--- config.mk ---
export PLATFORM = sky130hd
export DESIGN_NAME = rswc_ctrl
export DESIGN_NICKNAME = d
export VERILOG_FILES = /design/src/logic/rswc_pkg.sv /design/src/logic/rswc_ctrl.sv
export SDC_FILE = /design/constraint.sdc
export NUM_CORES = 1
export LEC_CHECK = 0
export BUFFER_PORTS_ARGS = -buffer_cell sky130_fd_sc_hd__buf_2
export CORE_UTILIZATION = 57
export DETAILED_ROUTE_END_ITERATION = 8
export HOLD_SLACK_MARGIN = 0.03
export PLACE_DENSITY = 0.85
export SYNTH_ARGS = -nofsm -noshare
export SYNTH_HDL_FRONTEND = slang
export SYNTH_SLANG_ARGS = --single-unit
--- constraint.sdc ---
create_clock -name clock -period 6.3 [get_ports clock]
set_input_delay 1.26 -clock clock [delete_from_list [all_inputs] [get_ports clock]]
set_output_delay 1.26 -clock clock [all_outputs]
set_load 0.05 [all_outputs]
--- src/logic/rswc_pkg.sv ---
//------------------------------------------------------------
// Purpose: constants for the reset and sleep/wake sequencer
// Assumes: classic wishbone, word index = byte address / 4
// Notes: all timing is counted in watchdog rc ticks
//------------------------------------------------------------
package rswc_pkg;
  // timing
  localparam int HOLD_TIME_NS = 18000000; // start-up hold, 18 ms
  localparam int WDT_TIME_NS = 18000000; // watchdog period, 18 ms
  localparam int RC_TICK_NS = 1000; // rc oscillator period, plain default
  localparam int HOLD_TICKS = HOLD_TIME_NS / RC_TICK_NS;
  localparam int WDT_TICKS = WDT_TIME_NS / RC_TICK_NS;
  localparam int CNT_W = 24;

  // register word indexes
  localparam logic [4:0] IDX_TCC = 5'h01;
  localparam logic [4:0] IDX_PC = 5'h02;
  localparam logic [4:0] IDX_STATUS = 5'h03;
  localparam logic [4:0] IDX_PORT6 = 5'h06;
  localparam logic [4:0] IDX_WAKE = 5'h0a;
  localparam logic [4:0] IDX_PULLDN = 5'h0b;
  localparam logic [4:0] IDX_ODRAIN = 5'h0c;
  localparam logic [4:0] IDX_PULLHI = 5'h0d;
  localparam logic [4:0] IDX_WDTCTL = 5'h0e;
  localparam logic [4:0] IDX_IFLAGS = 5'h0f;
  localparam logic [4:0] IDX_IMASK = 5'h11;
  localparam logic [4:0] IDX_DIR5 = 5'h12;
  localparam logic [4:0] IDX_DIR6 = 5'h13;
  localparam logic [4:0] IDX_TCTL = 5'h14;
  localparam logic [4:0] IDX_STATE = 5'h15;

  // reset values and the wake vector
  localparam logic [7:0] PC_RESET = 8'h00;
  localparam logic [7:0] PC_VECTOR = 8'h08;
  localparam logic [7:0] ALL_ONES = 8'hff;
  localparam logic [7:0] ALL_ZERO = 8'h00;
  localparam logic [7:0] TCTL_RESET = 8'hbf;
  localparam logic [3:0] DIR5_RESET = 4'hf;

  // field positions
  localparam int ST_T = 4; // time-out flag
  localparam int ST_P = 3; // power-down flag
  localparam int ST_PAGE_LO = 5; // page select bits 7..5
  localparam int WC_EN = 7; // watchdog enable
  localparam int WC_EIS = 6; // external interrupt select
  localparam int WC_ROC = 4; // r-option
  localparam int TC_PAB = 3; // prescaler to watchdog
  localparam int IF_ICIF = 1; // port change flag / enable
  localparam logic [7:0] IRQ_BITS = 8'h07;
  localparam logic [7:0] STATUS_WMASK = 8'he7;
  localparam logic [7:0] WDTCTL_WMASK = 8'hd0;

  typedef enum logic [1:0] {
    ST_RUN = 2'b00,
    ST_HOLD = 2'b01,
    ST_SLEEP = 2'b10
  } rswc_state_e;
endpackage

--- src/logic/rswc_ctrl.sv ---
//------------------------------------------------------------
// Purpose: reset, sleep and wake-up sequencer for a small core
// Assumes: rstn is the power-on reset; pins and rc tick are async
// Notes: registers on classic wishbone, one word per register
//------------------------------------------------------------
//
// Design decision made here: the Wishbone slave port.
`timescale 1ns/1ps
module rswc_ctrl #(
  parameter int HOLD_TICKS = rswc_pkg::HOLD_TICKS,
  parameter int WDT_TICKS = rswc_pkg::WDT_TICKS
) (
  input wire logic clock, // 125 mhz system clock
  input wire logic rstn, // power-on reset, sync, low
  input wire logic wbCyc, // wishbone cycle
  input wire logic wbStb, // wishbone strobe
  input wire logic wbWe, // wishbone write
  input wire logic [7:0] wbAdr, // byte address
  input wire logic [3:0] wbSel, // byte selects
  input wire logic [31:0] wbDatI, // write data
  output logic [31:0] wbDatO, // read data
  output logic wbAck, // one-cycle acknowledge
  input wire logic resetPinN, // external reset pin, async
  input wire logic rcOsc, // watchdog rc oscillator, async
  input wire logic [7:0] port6Pins, // port 6 pin levels, async
  input wire logic sleepInstr, // sleep instruction pulse
  input wire logic irqOnInstr, // global irq on pulse
  input wire logic irqOffInstr, // global irq off pulse
  input wire logic wdtClearInstr, // watchdog clear pulse
  output logic coreResetN, // core held in reset, low
  output logic sleepMode, // core asleep
  output logic [7:0] programCounter, // load value for core pc
  output logic pcLoad, // pulse: core loads programCounter
  output logic wakeResume, // pulse: continue after sleep
  output logic [3:0] port5Dir, // 1 = input
  output logic [7:0] port6Dir, // 1 = input
  output logic [7:0] pullDownN, // 0 = pull-down on
  output logic [7:0] pullHighN, // 0 = pull-high on
  output logic [7:0] openDrain, // 1 = open-drain
  output logic [7:0] wakeControl // wake control bits
);

  //----------------------------------------------------------
  // synchronisers and events
  //----------------------------------------------------------
  logic pinMeta_reg, pinSync_reg;
  logic rcMeta_reg, rcSync_reg, rcLast_reg;
  logic [7:0] p6Meta_reg, p6Sync_reg;
  rswc_pkg::rswc_state_e state_reg;
  logic [rswc_pkg::CNT_W-1:0] holdCnt_reg;
  logic [rswc_pkg::CNT_W-1:0] wdtCnt_reg;
  logic [7:0] presc_reg;
  logic [7:0] status_reg, tctl_reg, wdtCtl_reg;
  logic [7:0] iflags_reg, imask_reg, tcc_reg, p6Latch_reg;
  logic globalIrq_reg;
  logic rcEdge, wdtStep, wdtTimeout, pinRst, enterReset;
  logic portChange, portWake, sleepGo, busWr, busRd;
  logic [4:0] busIdx;
  logic [7:0] wrByte, changeBits, rdByte;

  // two flip-flops on each async input: reset pin, rc oscillator, port 6 pins
  always_ff @(posedge clock)
  begin
    if (!rstn)
    begin
      pinMeta_reg <= 1'b1;
      pinSync_reg <= 1'b1;
      rcMeta_reg <= 1'b0;
      rcSync_reg <= 1'b0;
      rcLast_reg <= 1'b0;
      p6Meta_reg <= rswc_pkg::ALL_ZERO;
      p6Sync_reg <= rswc_pkg::ALL_ZERO;
    end
    else
    begin
      pinMeta_reg <= resetPinN;
      pinSync_reg <= pinMeta_reg;
      rcMeta_reg <= rcOsc;
      rcSync_reg <= rcMeta_reg;
      rcLast_reg <= rcSync_reg;
      p6Meta_reg <= port6Pins;
      p6Sync_reg <= p6Meta_reg;
    end
  end
  // prescaler ratio mask from the low three timer control bits
  function automatic logic [7:0] prescMask(input logic [2:0] ratio);
    prescMask = 8'((9'h001 << ratio) - 9'h001);
  endfunction
  // event decode
  always_comb
  begin
    rcEdge = rcSync_reg && !rcLast_reg;
    wdtStep = !tctl_reg[rswc_pkg::TC_PAB] ||
      ((presc_reg & prescMask(tctl_reg[2:0])) == prescMask(tctl_reg[2:0]));
    wdtTimeout = (state_reg != rswc_pkg::ST_HOLD) && wdtCtl_reg[rswc_pkg::WC_EN] && rcEdge && wdtStep &&
      (wdtCnt_reg == rswc_pkg::CNT_W'(WDT_TICKS - 1));
    pinRst = !pinSync_reg;
    enterReset = (state_reg != rswc_pkg::ST_HOLD) && (pinRst || wdtTimeout);
    changeBits = (p6Sync_reg ^ p6Latch_reg) & port6Dir;
    changeBits[0] = changeBits[0] && !wdtCtl_reg[rswc_pkg::WC_EIS];
    portChange = |changeBits;
    portWake = (state_reg == rswc_pkg::ST_SLEEP) && !enterReset && portChange &&
      imask_reg[rswc_pkg::IF_ICIF];
    sleepGo = (state_reg == rswc_pkg::ST_RUN) && sleepInstr && !enterReset;
    busWr = wbCyc && wbStb && wbWe && wbAck && wbSel[0]; // lands at the edge that sees ack
    busRd = wbCyc && wbStb && !wbWe && !wbAck;
    busIdx = wbAdr[6:2];
    wrByte = wbDatI[7:0];
  end

  //----------------------------------------------------------
  // sequencer
  //----------------------------------------------------------
  // run, hold in reset, sleep
  always_ff @(posedge clock)
  begin
    if (!rstn)
      state_reg <= rswc_pkg::ST_HOLD;
    else
    begin
      case (state_reg)
        rswc_pkg::ST_RUN:
        begin
          if (enterReset)
            state_reg <= rswc_pkg::ST_HOLD;
          else if (sleepGo)
            state_reg <= rswc_pkg::ST_SLEEP;
        end
        rswc_pkg::ST_SLEEP:
        begin
          if (enterReset)
            state_reg <= rswc_pkg::ST_HOLD;
          else if (portWake)
            state_reg <= rswc_pkg::ST_RUN;
        end
        rswc_pkg::ST_HOLD:
        begin
          if (!pinRst && rcEdge && holdCnt_reg == rswc_pkg::CNT_W'(HOLD_TICKS - 1))
            state_reg <= rswc_pkg::ST_RUN;
        end
        default:
          state_reg <= rswc_pkg::ST_HOLD;
      endcase
    end
  end
  // hold timer restarts while the pin is still low
  always_ff @(posedge clock)
  begin
    if (!rstn || enterReset || pinRst)
      holdCnt_reg <= '0;
    else if (state_reg == rswc_pkg::ST_HOLD && rcEdge)
      holdCnt_reg <= holdCnt_reg + 1'b1;
  end

  // core-side control outputs
  always_ff @(posedge clock)
  begin
    if (!rstn)
    begin
      coreResetN <= 1'b0;
      sleepMode <= 1'b0;
      pcLoad <= 1'b0;
      wakeResume <= 1'b0;
      programCounter <= rswc_pkg::PC_RESET;
    end
    else
    begin
      coreResetN <= !(enterReset || (state_reg == rswc_pkg::ST_HOLD &&
        !(!pinRst && rcEdge && holdCnt_reg == rswc_pkg::CNT_W'(HOLD_TICKS - 1))));
      sleepMode <= sleepGo || (state_reg == rswc_pkg::ST_SLEEP && !enterReset && !portWake);
      pcLoad <= enterReset || (portWake && globalIrq_reg);
      wakeResume <= portWake && !globalIrq_reg;
      if (enterReset)
        programCounter <= rswc_pkg::PC_RESET;
      else if (portWake && globalIrq_reg)
        programCounter <= rswc_pkg::PC_VECTOR;
      else if (busWr && busIdx == rswc_pkg::IDX_PC)
        programCounter <= wrByte;
    end
  end
  // global interrupt enable, tracked from the core's instructions
  always_ff @(posedge clock)
  begin
    if (!rstn || enterReset)
      globalIrq_reg <= 1'b0;
    else if (irqOnInstr)
      globalIrq_reg <= 1'b1;
    else if (irqOffInstr)
      globalIrq_reg <= 1'b0;
  end

  //----------------------------------------------------------
  // watchdog and prescaler
  //----------------------------------------------------------
  // watchdog keeps counting in sleep, cleared by reset and instructions
  always_ff @(posedge clock)
  begin
    if (!rstn || enterReset || state_reg == rswc_pkg::ST_HOLD)
    begin
      wdtCnt_reg <= '0;
      presc_reg <= rswc_pkg::ALL_ZERO;
    end
    else if ((sleepGo && wdtCtl_reg[rswc_pkg::WC_EN]) || wdtClearInstr)
    begin
      wdtCnt_reg <= '0;
      presc_reg <= rswc_pkg::ALL_ZERO;
    end
    else if (rcEdge)
    begin
      if (tctl_reg[rswc_pkg::TC_PAB])
        presc_reg <= presc_reg + 1'b1;
      if (wdtCtl_reg[rswc_pkg::WC_EN] && wdtStep)
        wdtCnt_reg <= wdtCnt_reg + 1'b1;
    end
  end

  //----------------------------------------------------------
  // registers
  //----------------------------------------------------------
  // status: page bits, time-out and power-down flags
  always_ff @(posedge clock)
  begin
    if (!rstn)
      status_reg <= (8'h01 << rswc_pkg::ST_T) | (8'h01 << rswc_pkg::ST_P);
    else
    begin
      if (busWr && busIdx == rswc_pkg::IDX_STATUS)
        status_reg <= (status_reg & ~rswc_pkg::STATUS_WMASK) | (wrByte & rswc_pkg::STATUS_WMASK);
      if (enterReset)
      begin
        if (pinRst && state_reg == rswc_pkg::ST_SLEEP)
        begin
          status_reg[rswc_pkg::ST_T] <= 1'b1;
          status_reg[rswc_pkg::ST_P] <= 1'b0;
        end
        else if (!pinRst)
        begin
          status_reg[rswc_pkg::ST_T] <= 1'b0;
          if (state_reg == rswc_pkg::ST_SLEEP)
            status_reg[rswc_pkg::ST_P] <= 1'b0;
        end
      end
      else if (portWake || sleepGo)
      begin
        status_reg[rswc_pkg::ST_T] <= 1'b1;
        status_reg[rswc_pkg::ST_P] <= 1'b0;
      end
      else if (wdtClearInstr)
      begin
        status_reg[rswc_pkg::ST_T] <= 1'b1;
        status_reg[rswc_pkg::ST_P] <= 1'b1;
      end
    end
  end

  // timer control and timer counter value
  always_ff @(posedge clock)
  begin
    if (!rstn || enterReset)
    begin
      tctl_reg <= rswc_pkg::TCTL_RESET;
      tcc_reg <= rswc_pkg::ALL_ZERO;
    end
    else if (busWr && busIdx == rswc_pkg::IDX_TCTL)
      tctl_reg <= wrByte;
    else if (busWr && busIdx == rswc_pkg::IDX_TCC)
      tcc_reg <= wrByte;
  end

  // watchdog control; any wake-up re-enables the watchdog
  always_ff @(posedge clock)
  begin
    if (!rstn || enterReset)
      wdtCtl_reg <= 8'h01 << rswc_pkg::WC_EN;
    else if (portWake)
      wdtCtl_reg[rswc_pkg::WC_EN] <= 1'b1;
    else if (busWr && busIdx == rswc_pkg::IDX_WDTCTL)
      wdtCtl_reg <= wrByte & rswc_pkg::WDTCTL_WMASK;
  end

  // pad control: directions, pulls, open-drain, wake control
  always_ff @(posedge clock)
  begin
    if (!rstn || enterReset)
    begin
      port5Dir <= rswc_pkg::DIR5_RESET;
      port6Dir <= rswc_pkg::ALL_ONES;
      wakeControl <= rswc_pkg::ALL_ONES;
      pullDownN <= rswc_pkg::ALL_ONES;
      pullHighN <= rswc_pkg::ALL_ONES;
      openDrain <= rswc_pkg::ALL_ZERO;
    end
    else if (busWr)
    begin
      case (busIdx)
        rswc_pkg::IDX_DIR5: port5Dir <= wrByte[3:0];
        rswc_pkg::IDX_DIR6: port6Dir <= wrByte;
        rswc_pkg::IDX_WAKE: wakeControl <= wrByte;
        rswc_pkg::IDX_PULLDN: pullDownN <= wrByte;
        rswc_pkg::IDX_PULLHI: pullHighN <= wrByte;
        rswc_pkg::IDX_ODRAIN: openDrain <= wrByte;
        default: ;
      endcase
    end
  end

  // interrupt enables
  always_ff @(posedge clock)
  begin
    if (!rstn || enterReset)
      imask_reg <= rswc_pkg::ALL_ZERO;
    else if (busWr && busIdx == rswc_pkg::IDX_IMASK)
      imask_reg <= wrByte & rswc_pkg::IRQ_BITS;
  end

  // interrupt flags; a port change wins over a clearing write
  always_ff @(posedge clock)
  begin
    if (!rstn || enterReset)
      iflags_reg <= rswc_pkg::ALL_ZERO;
    else
    begin
      if (busWr && busIdx == rswc_pkg::IDX_IFLAGS)
        iflags_reg <= wrByte & rswc_pkg::IRQ_BITS;
      if (portChange && state_reg != rswc_pkg::ST_HOLD)
        iflags_reg[rswc_pkg::IF_ICIF] <= 1'b1;
    end
  end

  // port 6 reference level, taken on each read of port 6
  always_ff @(posedge clock)
  begin
    if (!rstn)
      p6Latch_reg <= rswc_pkg::ALL_ZERO;
    else if (enterReset || (busRd && busIdx == rswc_pkg::IDX_PORT6))
      p6Latch_reg <= p6Sync_reg;
  end

  //----------------------------------------------------------
  // wishbone slave
  //----------------------------------------------------------
  // read mux; unmapped words read as zero
  always_comb
  begin
    case (busIdx)
      rswc_pkg::IDX_TCC: rdByte = tcc_reg;
      rswc_pkg::IDX_PC: rdByte = programCounter;
      rswc_pkg::IDX_STATUS: rdByte = status_reg;
      rswc_pkg::IDX_PORT6: rdByte = p6Sync_reg;
      rswc_pkg::IDX_WAKE: rdByte = wakeControl;
      rswc_pkg::IDX_PULLDN: rdByte = pullDownN;
      rswc_pkg::IDX_ODRAIN: rdByte = openDrain;
      rswc_pkg::IDX_PULLHI: rdByte = pullHighN;
      rswc_pkg::IDX_WDTCTL: rdByte = wdtCtl_reg;
      rswc_pkg::IDX_IFLAGS: rdByte = iflags_reg;
      rswc_pkg::IDX_IMASK: rdByte = imask_reg;
      rswc_pkg::IDX_DIR5: rdByte = {4'h0, port5Dir};
      rswc_pkg::IDX_DIR6: rdByte = port6Dir;
      rswc_pkg::IDX_TCTL: rdByte = tctl_reg;
      rswc_pkg::IDX_STATE: rdByte = {6'h00, state_reg};
      default: rdByte = rswc_pkg::ALL_ZERO;
    endcase
  end

  // one-cycle acknowledge, data registered with it
  always_ff @(posedge clock)
  begin
    if (!rstn)
    begin
      wbAck <= 1'b0;
      wbDatO <= 32'h00000000;
    end
    else
    begin
      wbAck <= wbCyc && wbStb && !wbAck;
      wbDatO <= busRd ? {24'h000000, rdByte} : 32'h00000000;
    end
  end

endmodule

# ---- Word-level counts from Yosys, hierarchy flattened
# Cells that the tools add are included.
dict set report totals {
  register_bits 210
  inputBits 63
  out_inout_bits 89
  word_cells 175
}
dict set report op_classes {
  addsub 4
  eq_ne 24
  shift 1
  muxes 20
  bitwise 7
  reduce_logical 82
}
# op n
set op_table {}
lappend op_table {{one-hot mux 8 bit (15 select lines)} 1}
lappend op_table {{adder 24 x 1 -> 24 bit (second input constant)} 2}
lappend op_table {{equality test 24 x 15 -> 1 bit (second input constant)} 2}
lappend op_table {{logical AND 1 bit} 38}
lappend op_table {{equality test 5 x 4 -> 1 bit (second input constant)} 6}
lappend op_table {{equality test 5 bit (second input constant)} 5}
lappend op_table {{2-to-1 mux 2 bit} 11}
lappend op_table {{AND reduction 2 bit} 11}
lappend op_table {{AND 8 bit} 2}
lappend op_table {{logical NOT 1 bit} 12}
lappend op_table {{logical OR 1 bit} 11}
lappend op_table {{equality test 5 x 2 -> 1 bit (second input constant)} 2}
lappend op_table {{adder 8 x 1 -> 8 bit (second input constant)} 1}
lappend op_table {{equality test 8 bit} 1}
lappend op_table {{2-to-1 mux 4 bit} 2}
lappend op_table {{OR 5 x 8 -> 8 bit} 1}
lappend op_table {{OR reduction 8 bit} 1}
lappend op_table {{<< shifter 1 x 3 -> 8 bit (first input constant)} 1}
lappend op_table {{subtractor 8 x 1 -> 8 bit (second input constant)} 1}
lappend op_table {{XOR 8 bit} 1}
lappend op_table {{!= test 3 bit (second input constant)} 2}
lappend op_table {{one-hot mux 2 bit (3 select lines)} 1}
lappend op_table {{nonzero test 2 bit} 3}
lappend op_table {{OR reduction 2 bit} 3}
lappend op_table {{other kinds (12)} 17}

# ---- Logic depth before layout (Yosys ltp)
dict set report logic_depth {
  depth_word 16
  depth_mapped 12
  mapped_depth_nobuf 9
}

# ---- Worst setup path before layout
# Ideal clock, no wire load.
dict set report synth_path {
  path_kind {input to register}
  startpoint {in wbAdr[3]}
  endpoint {reg pullDownN[6]}
  setup_ns 0.063
  arrival_time_ns 2.951
  required_ns 6.237
  path_slack_ns 3.286
  stages 8
  n_path_buf 3
  cell_sequence {clkbuf_1 > nand2b_1 > clkbuf_1 > nor3b_1 > and3_1 > clkbuf_1 > nand2_1 > nand3_1}
}
dict set report synth_via {
  elab_chain_cells 2
}
# item line_no
set synth_lines {}
lappend synth_lines {{from (decl)} rswc_ctrl.sv:18} ;# input wire logic [7:0] wbAdr,
lappend synth_lines {{equality test 5 x 4 -> 1 bit} rswc_ctrl.sv:295} ;# case (busIdx)
lappend synth_lines {{AND reduction 2 bit (no source line)} n/a}
lappend synth_lines {{to (signal assigned)} rswc_ctrl.sv:289} ;# pullDownN <= rswc_pkg::ALL_ONES;
lappend synth_lines {{to (signal assigned)} rswc_ctrl.sv:299} ;# rswc_pkg::IDX_PULLDN: pullDownN <= wrByte;
lappend synth_lines {{to (decl)} rswc_ctrl.sv:37} ;# output logic [7:0] pullDownN,
# No other way between the ends.
# A chain may end at the register's enable or synchronous reset.

# ---- Worst setup path after layout
dict set report layout_path {
  startpoint {reg tctl_reg[0]}
  endpoint {reg wdtCnt_reg[4] (netlist name)}
}
dict set report layout_via {
  elab_chain_cells 14
  elab_cells_between_ends 18
  cone_classes {add/sub: 1; eq/ne: 1; shift: 1; bitwise: 1; reduce/logical: 14}
}
# item line_no
set layout_lines {}
lappend layout_lines {{from (decl)} rswc_ctrl.sv:53} ;# logic [7:0] status_reg, tctl_reg, wdtCtl_reg;
lappend layout_lines {{from (signal assigned)} rswc_ctrl.sv:261} ;# tctl_reg <= rswc_pkg::TCTL_RESET;
lappend layout_lines {{from (signal assigned)} rswc_ctrl.sv:265} ;# tctl_reg <= wrByte;
lappend layout_lines {{<< shifter 1 x 3 -> 8 bit *} rswc_ctrl.sv:87} ;# prescMask = 8'((9'h001 << ratio) - 9'h001);
lappend layout_lines {{subtractor 8 x 1 -> 8 bit *} rswc_ctrl.sv:87}
lappend layout_lines {{AND 8 bit} rswc_ctrl.sv:94} ;# ((presc_reg & prescMask(tctl_reg[2:0])) == prescMask(tctl_reg[2:0]));
lappend layout_lines {{equality test 8 bit *} rswc_ctrl.sv:94}
lappend layout_lines {{logical OR 1 bit *} rswc_ctrl.sv:93} ;# wdtStep = !tctl_reg[rswc_pkg::TC_PAB] ||
lappend layout_lines {{logical AND 1 bit (2 in a row)} rswc_ctrl.sv:95} ;# wdtTimeout = (state_reg != rswc_pkg::ST_HOLD) && wdtCtl_reg[rswc_pkg::WC_EN] && rcEdge && wdtStep &&
lappend layout_lines {{logical OR 1 bit} rswc_ctrl.sv:98} ;# enterReset = (state_reg != rswc_pkg::ST_HOLD) && (pinRst || wdtTimeout);
lappend layout_lines {{logical AND 1 bit} rswc_ctrl.sv:98}
lappend layout_lines {{logical NOT 1 bit} rswc_ctrl.sv:104} ;# sleepGo = (state_reg == rswc_pkg::ST_RUN) && sleepInstr && !enterReset;
lappend layout_lines {{logical AND 1 bit} rswc_ctrl.sv:104}
lappend layout_lines {{logical AND 1 bit} rswc_ctrl.sv:203} ;# else if ((sleepGo && wdtCtl_reg[rswc_pkg::WC_EN]) || wdtClearInstr)
lappend layout_lines {{logical OR 1 bit} rswc_ctrl.sv:203}
lappend layout_lines {{OR reduction 2 bit (no source line)} n/a}
lappend layout_lines {{to (signal assigned)} rswc_ctrl.sv:213} ;# wdtCnt_reg <= wdtCnt_reg + 1'b1;
lappend layout_lines {{to (decl)} rswc_ctrl.sv:51} ;# logic [rswc_pkg::CNT_W-1:0] wdtCnt_reg;
# Mark *: on every way between the ends. The rest lies on a longest branch, timed or not.

==> run metrics <==
status finished clean; P_int ~1.8 mW; Initial DRT Pass Iterations 5; clock sinks roughly 190; Layout area overhead 11.5%; number of synthesized register bits 185; Hold Fails Final Rpt 0; max_slew headroom around a fifth; Startpoint Class flip-flop; WL per Instance 17.2 um; RSZ-0062 raised after global routing no; layout cells sized above 1 15.9%; Critical path origin tctl_reg[0]; Total Power about 2.4 mW; CTS H-tree depth 4; TNS Setup 0 ns; post-synthesis mux area share about 5.0%; CTS max path bufs 2; Compound-Gate Fraction of Synth Area about a tenth; CTS hold repair buffers 0; ANT nets after route 0; Post-CTS Setup Bufs 0; DR vias roughly 7,500; largest family of logic cells by synthesized area simple AND/OR/NAND/NOR gates; Post-synth EDFFs 0; ant diodes 0; Netlist Area Pre-Place 8560 um2; R2R Setup Slk 1.78 ns; drt total wl between 20 and 25 mm; GR Overflow Total 0; Synth Area in Adders 0.584%; VDD IR max between 200 and 250 uV; CTS tree built; global placer's final weighted congestion around 0.93; count of cell types in the netlist 67; Site Rows 44; clock latency on the worst-skew pair 0.44 ns; combinational power share under 10%; FMAX about 0.22 GHz; vias in the first global route approximately 6,600; Synth Area in Simple Gates between 20% and 30%; min-delay src p6Meta_reg[3]; max-cap violations 0; post-DR vias/cell 5.95; first-pass GRT wire length 34.3 mm; leakage about 3.7 nW; Synth warnings 0; Tot GR Track Use between 20 and 30%; Min-Delay Path Class reg2reg; sequential power share a little under 50%; clock network fraction of design power between 40 and 50%; Main synth FF type dfxtp_1; P_sw roughly 580 uW; crit-path max FO 29; Die W between 100 and 150 um; Reg2Reg Launch Point tctl_reg[0]; Detailed Place HPWL 14.5 mm; kind of critical path reg2reg; initial antenna violation count 0; Seq/Total Area, Yosys approximately 43%; Post-Syn Area per Cell between 8 and 9 um2; fin crit period between 4 and 5 ns; pwr/cell area between 200 and 300 nW/um2; period utilization between 70 and 80%; post-synthesis async set-or-reset flop share 0%; Crit path arrival time slightly below 5 ns; 1st-iter DRT viols 946; final core utilization 65.4%; crit path capture type flip-flop; Clock Skew 0.00985 ns; Critical Path RT 6.63 ns; DIE HEIGHT between 100 and 150 um; Switching Fraction between 20% and 30%; Slew Limit Fails 0; Synth Instances ~1,000; Fillers 1,151; Ports 152; core region area 14,600 um2; actual slew at the worst max-slew pin approximately 1.2 ns; I/O Buffers 97; Hold Slack roughly 0.43 ns; CTS Root Cell clkbuf_16; Clk pin slew, worst setup/hold paths around 0.07 ns; Final nets 1,128; pin count of the biggest net entering global routing 51; DR DRC count 0; Final setup viols 0; Die ar. ~16,000 um2; CTS resizes 0; CTS Buf Count 17; starting density of the core 58.7%; XOR/XNOR share of the synthesized area under 10%
final cells by class:
cell class | count | area, um2 | share of cell area [%]
inverter | 13 | 48.8 | 0.511
tap | 184 | 230 | 2.41
multi-input combinational | 740 | 4420 | 46.3
timing repair buffer | 104 | 538 | 5.64
clock inverter | 13 | 159 | 1.66
sequential | 185 | 3700 | 38.8
clock buffer | 19 | 443 | 4.64
per-layer routing:
metal / wire length [um] / global-route usage (%) / share of wire [%] / vias up
met4: 748 / 12.5 / 3.5 / 0
met1: 9200 / 37.7 / 42 / 3476
met2: 9720 / 42.0 / 45 / 367
li1: - / - / - / 3570
met3: 2010 / 6.62 / 9.3 / 68
met5: 0 / 0 / 0 / -
kinds of logic (layout without fill, tap and decap cells):
logic type | count (synthesis) | in the layout
compound gates | 125 | 125
xor+xnor | 56 | 56
fa+ha+maj | 4 | 4
buf+inv | 103 | 149
flops | 185 | 185
mux | 42 | 42
other cells | 1 | 24
simple gates | 489 | 489
critical path, cell delays in order, from the launching register on:
cell	delay [ns]
dfxtp_1	0.48
inv_1	0.09
or3_1	0.38
ha_1	0.23
nand2_1	0.08
a311oi_1	0.04
a211o_1	0.66
o311ai_4	1.07
or3_1	1.02
buf_4	0.29
nor2_2	0.04
layout by cell type (no fill, tap or decap), types with 4 or more instances in the layout:
| cell type | n |
|---|---|
| a21oi_1 | 35 |
| a221oi_1 | 7 |
| a222oi_1 | 4 |
| a22o_1 | 7 |
| a22oi_1 | 24 |
| a31oi_1 | 4 |
| a32oi_1 | 4 |
| and2_1 | 22 |
| and3_1 | 17 |
| buf_2 | 97 |
| buf_4 | 7 |
| clkbuf_16 | 17 |
| conb_1 | 24 |
| dfxtp_1 | 185 |
| ha_1 | 4 |
| inv_1 | 12 |
| inv_6 | 4 |
| mux2_2 | 5 |
| mux2i_1 | 37 |
| nand2_1 | 146 |
| nand2b_1 | 6 |
| nand3_1 | 97 |
| nand4_1 | 20 |
| nor2_1 | 77 |
| nor2_2 | 14 |
| nor2b_1 | 10 |
| nor3_1 | 35 |
| nor4_1 | 11 |
| o211ai_1 | 8 |
| o21ai_0 | 12 |
| or3_1 | 9 |
| xnor2_1 | 36 |
| xor2_1 | 20 |
cells in the mapped netlist (2+ instances only):
| cell | n | area share (%) |
|---|---|---|
| buf_2 | 6 | 0.35 |
| clkbuf_1 | 44 | 1.9 |
| buf_6 | 5 | 0.66 |
| nand3b_1 | 2 | 0.18 |
| mux2i_1 | 37 | 4.3 |
| nand4_1 | 20 | 1.5 |
| ha_1 | 4 | 0.58 |
| mux2_2 | 5 | 0.66 |
| o31a_1 | 2 | 0.20 |
| nor4_1 | 11 | 0.80 |
| inv_1 | 12 | 0.53 |
| nor3b_2 | 2 | 0.29 |
| buf_1 | 6 | 0.26 |
| nor3_2 | 3 | 0.35 |
| dfxtp_1 | 185 | 43 |
| a222oi_1 | 4 | 0.47 |
| xor2_1 | 20 | 2.0 |
| o21a_1 | 3 | 0.26 |
| and4_1 | 2 | 0.20 |
| a32oi_1 | 4 | 0.41 |
| nor3_1 | 35 | 2.0 |
| nor4bb_1 | 2 | 0.23 |
| and2_1 | 22 | 1.6 |
| nor2_1 | 78 | 3.4 |
| o211ai_1 | 8 | 0.70 |
| a221oi_1 | 7 | 0.72 |
| a311oi_1 | 2 | 0.20 |
| nor4b_1 | 3 | 0.31 |
| buf_4 | 29 | 2.5 |
| a21oi_1 | 35 | 2.0 |
| and3_1 | 17 | 1.2 |
| o21ai_0 | 12 | 0.70 |
| nor2b_1 | 10 | 0.73 |
| a22oi_1 | 24 | 2.1 |
| a31oi_1 | 4 | 0.29 |
| nand2_1 | 146 | 6.4 |
| nand2b_1 | 6 | 0.44 |
| nand3_1 | 97 | 5.7 |
| or3b_1 | 2 | 0.20 |
| xnor2_1 | 36 | 3.7 |
| a22o_1 | 7 | 0.72 |
| nor2_2 | 13 | 0.95 |
| or3_1 | 9 | 0.66 |
power by group through the flow:
stage	registers (mW)	logic, mW	clock network [mW]
2_1_floorplan	1.21	0.102	0
3_3_place_gp	1.21	0.119	0
3_5_place_dp	1.21	0.120	0
4_1_cts	1.18	0.121	1.09
5_1_grt	1.18	0.130	1.14
6_report	1.18	0.124	1.09
per-stage QoR:
stage / instance area [um2] / setup WS (ns) / instances
floorplan: 8650 / 3.29 / 1028
detailed placement: 8940 / 1.83 / 1226
global route: 9540 / 1.44 / 1258
CTS: 9540 / 1.80 / 1258
global placement: 8940 / 1.86 / 1226
finish: 9540 / 1.78 / 1258
worst paths after layout:
check | to | cells past startpoint
worst max-delay path | wdtCnt_reg[4] | 10
worst min-delay path | p6Sync_reg[3] | 1
worst max register to register | wdtCnt_reg[4] | 10
worst min register to register | p6Sync_reg[3] | 1
(Power assumes the default switching activity.)
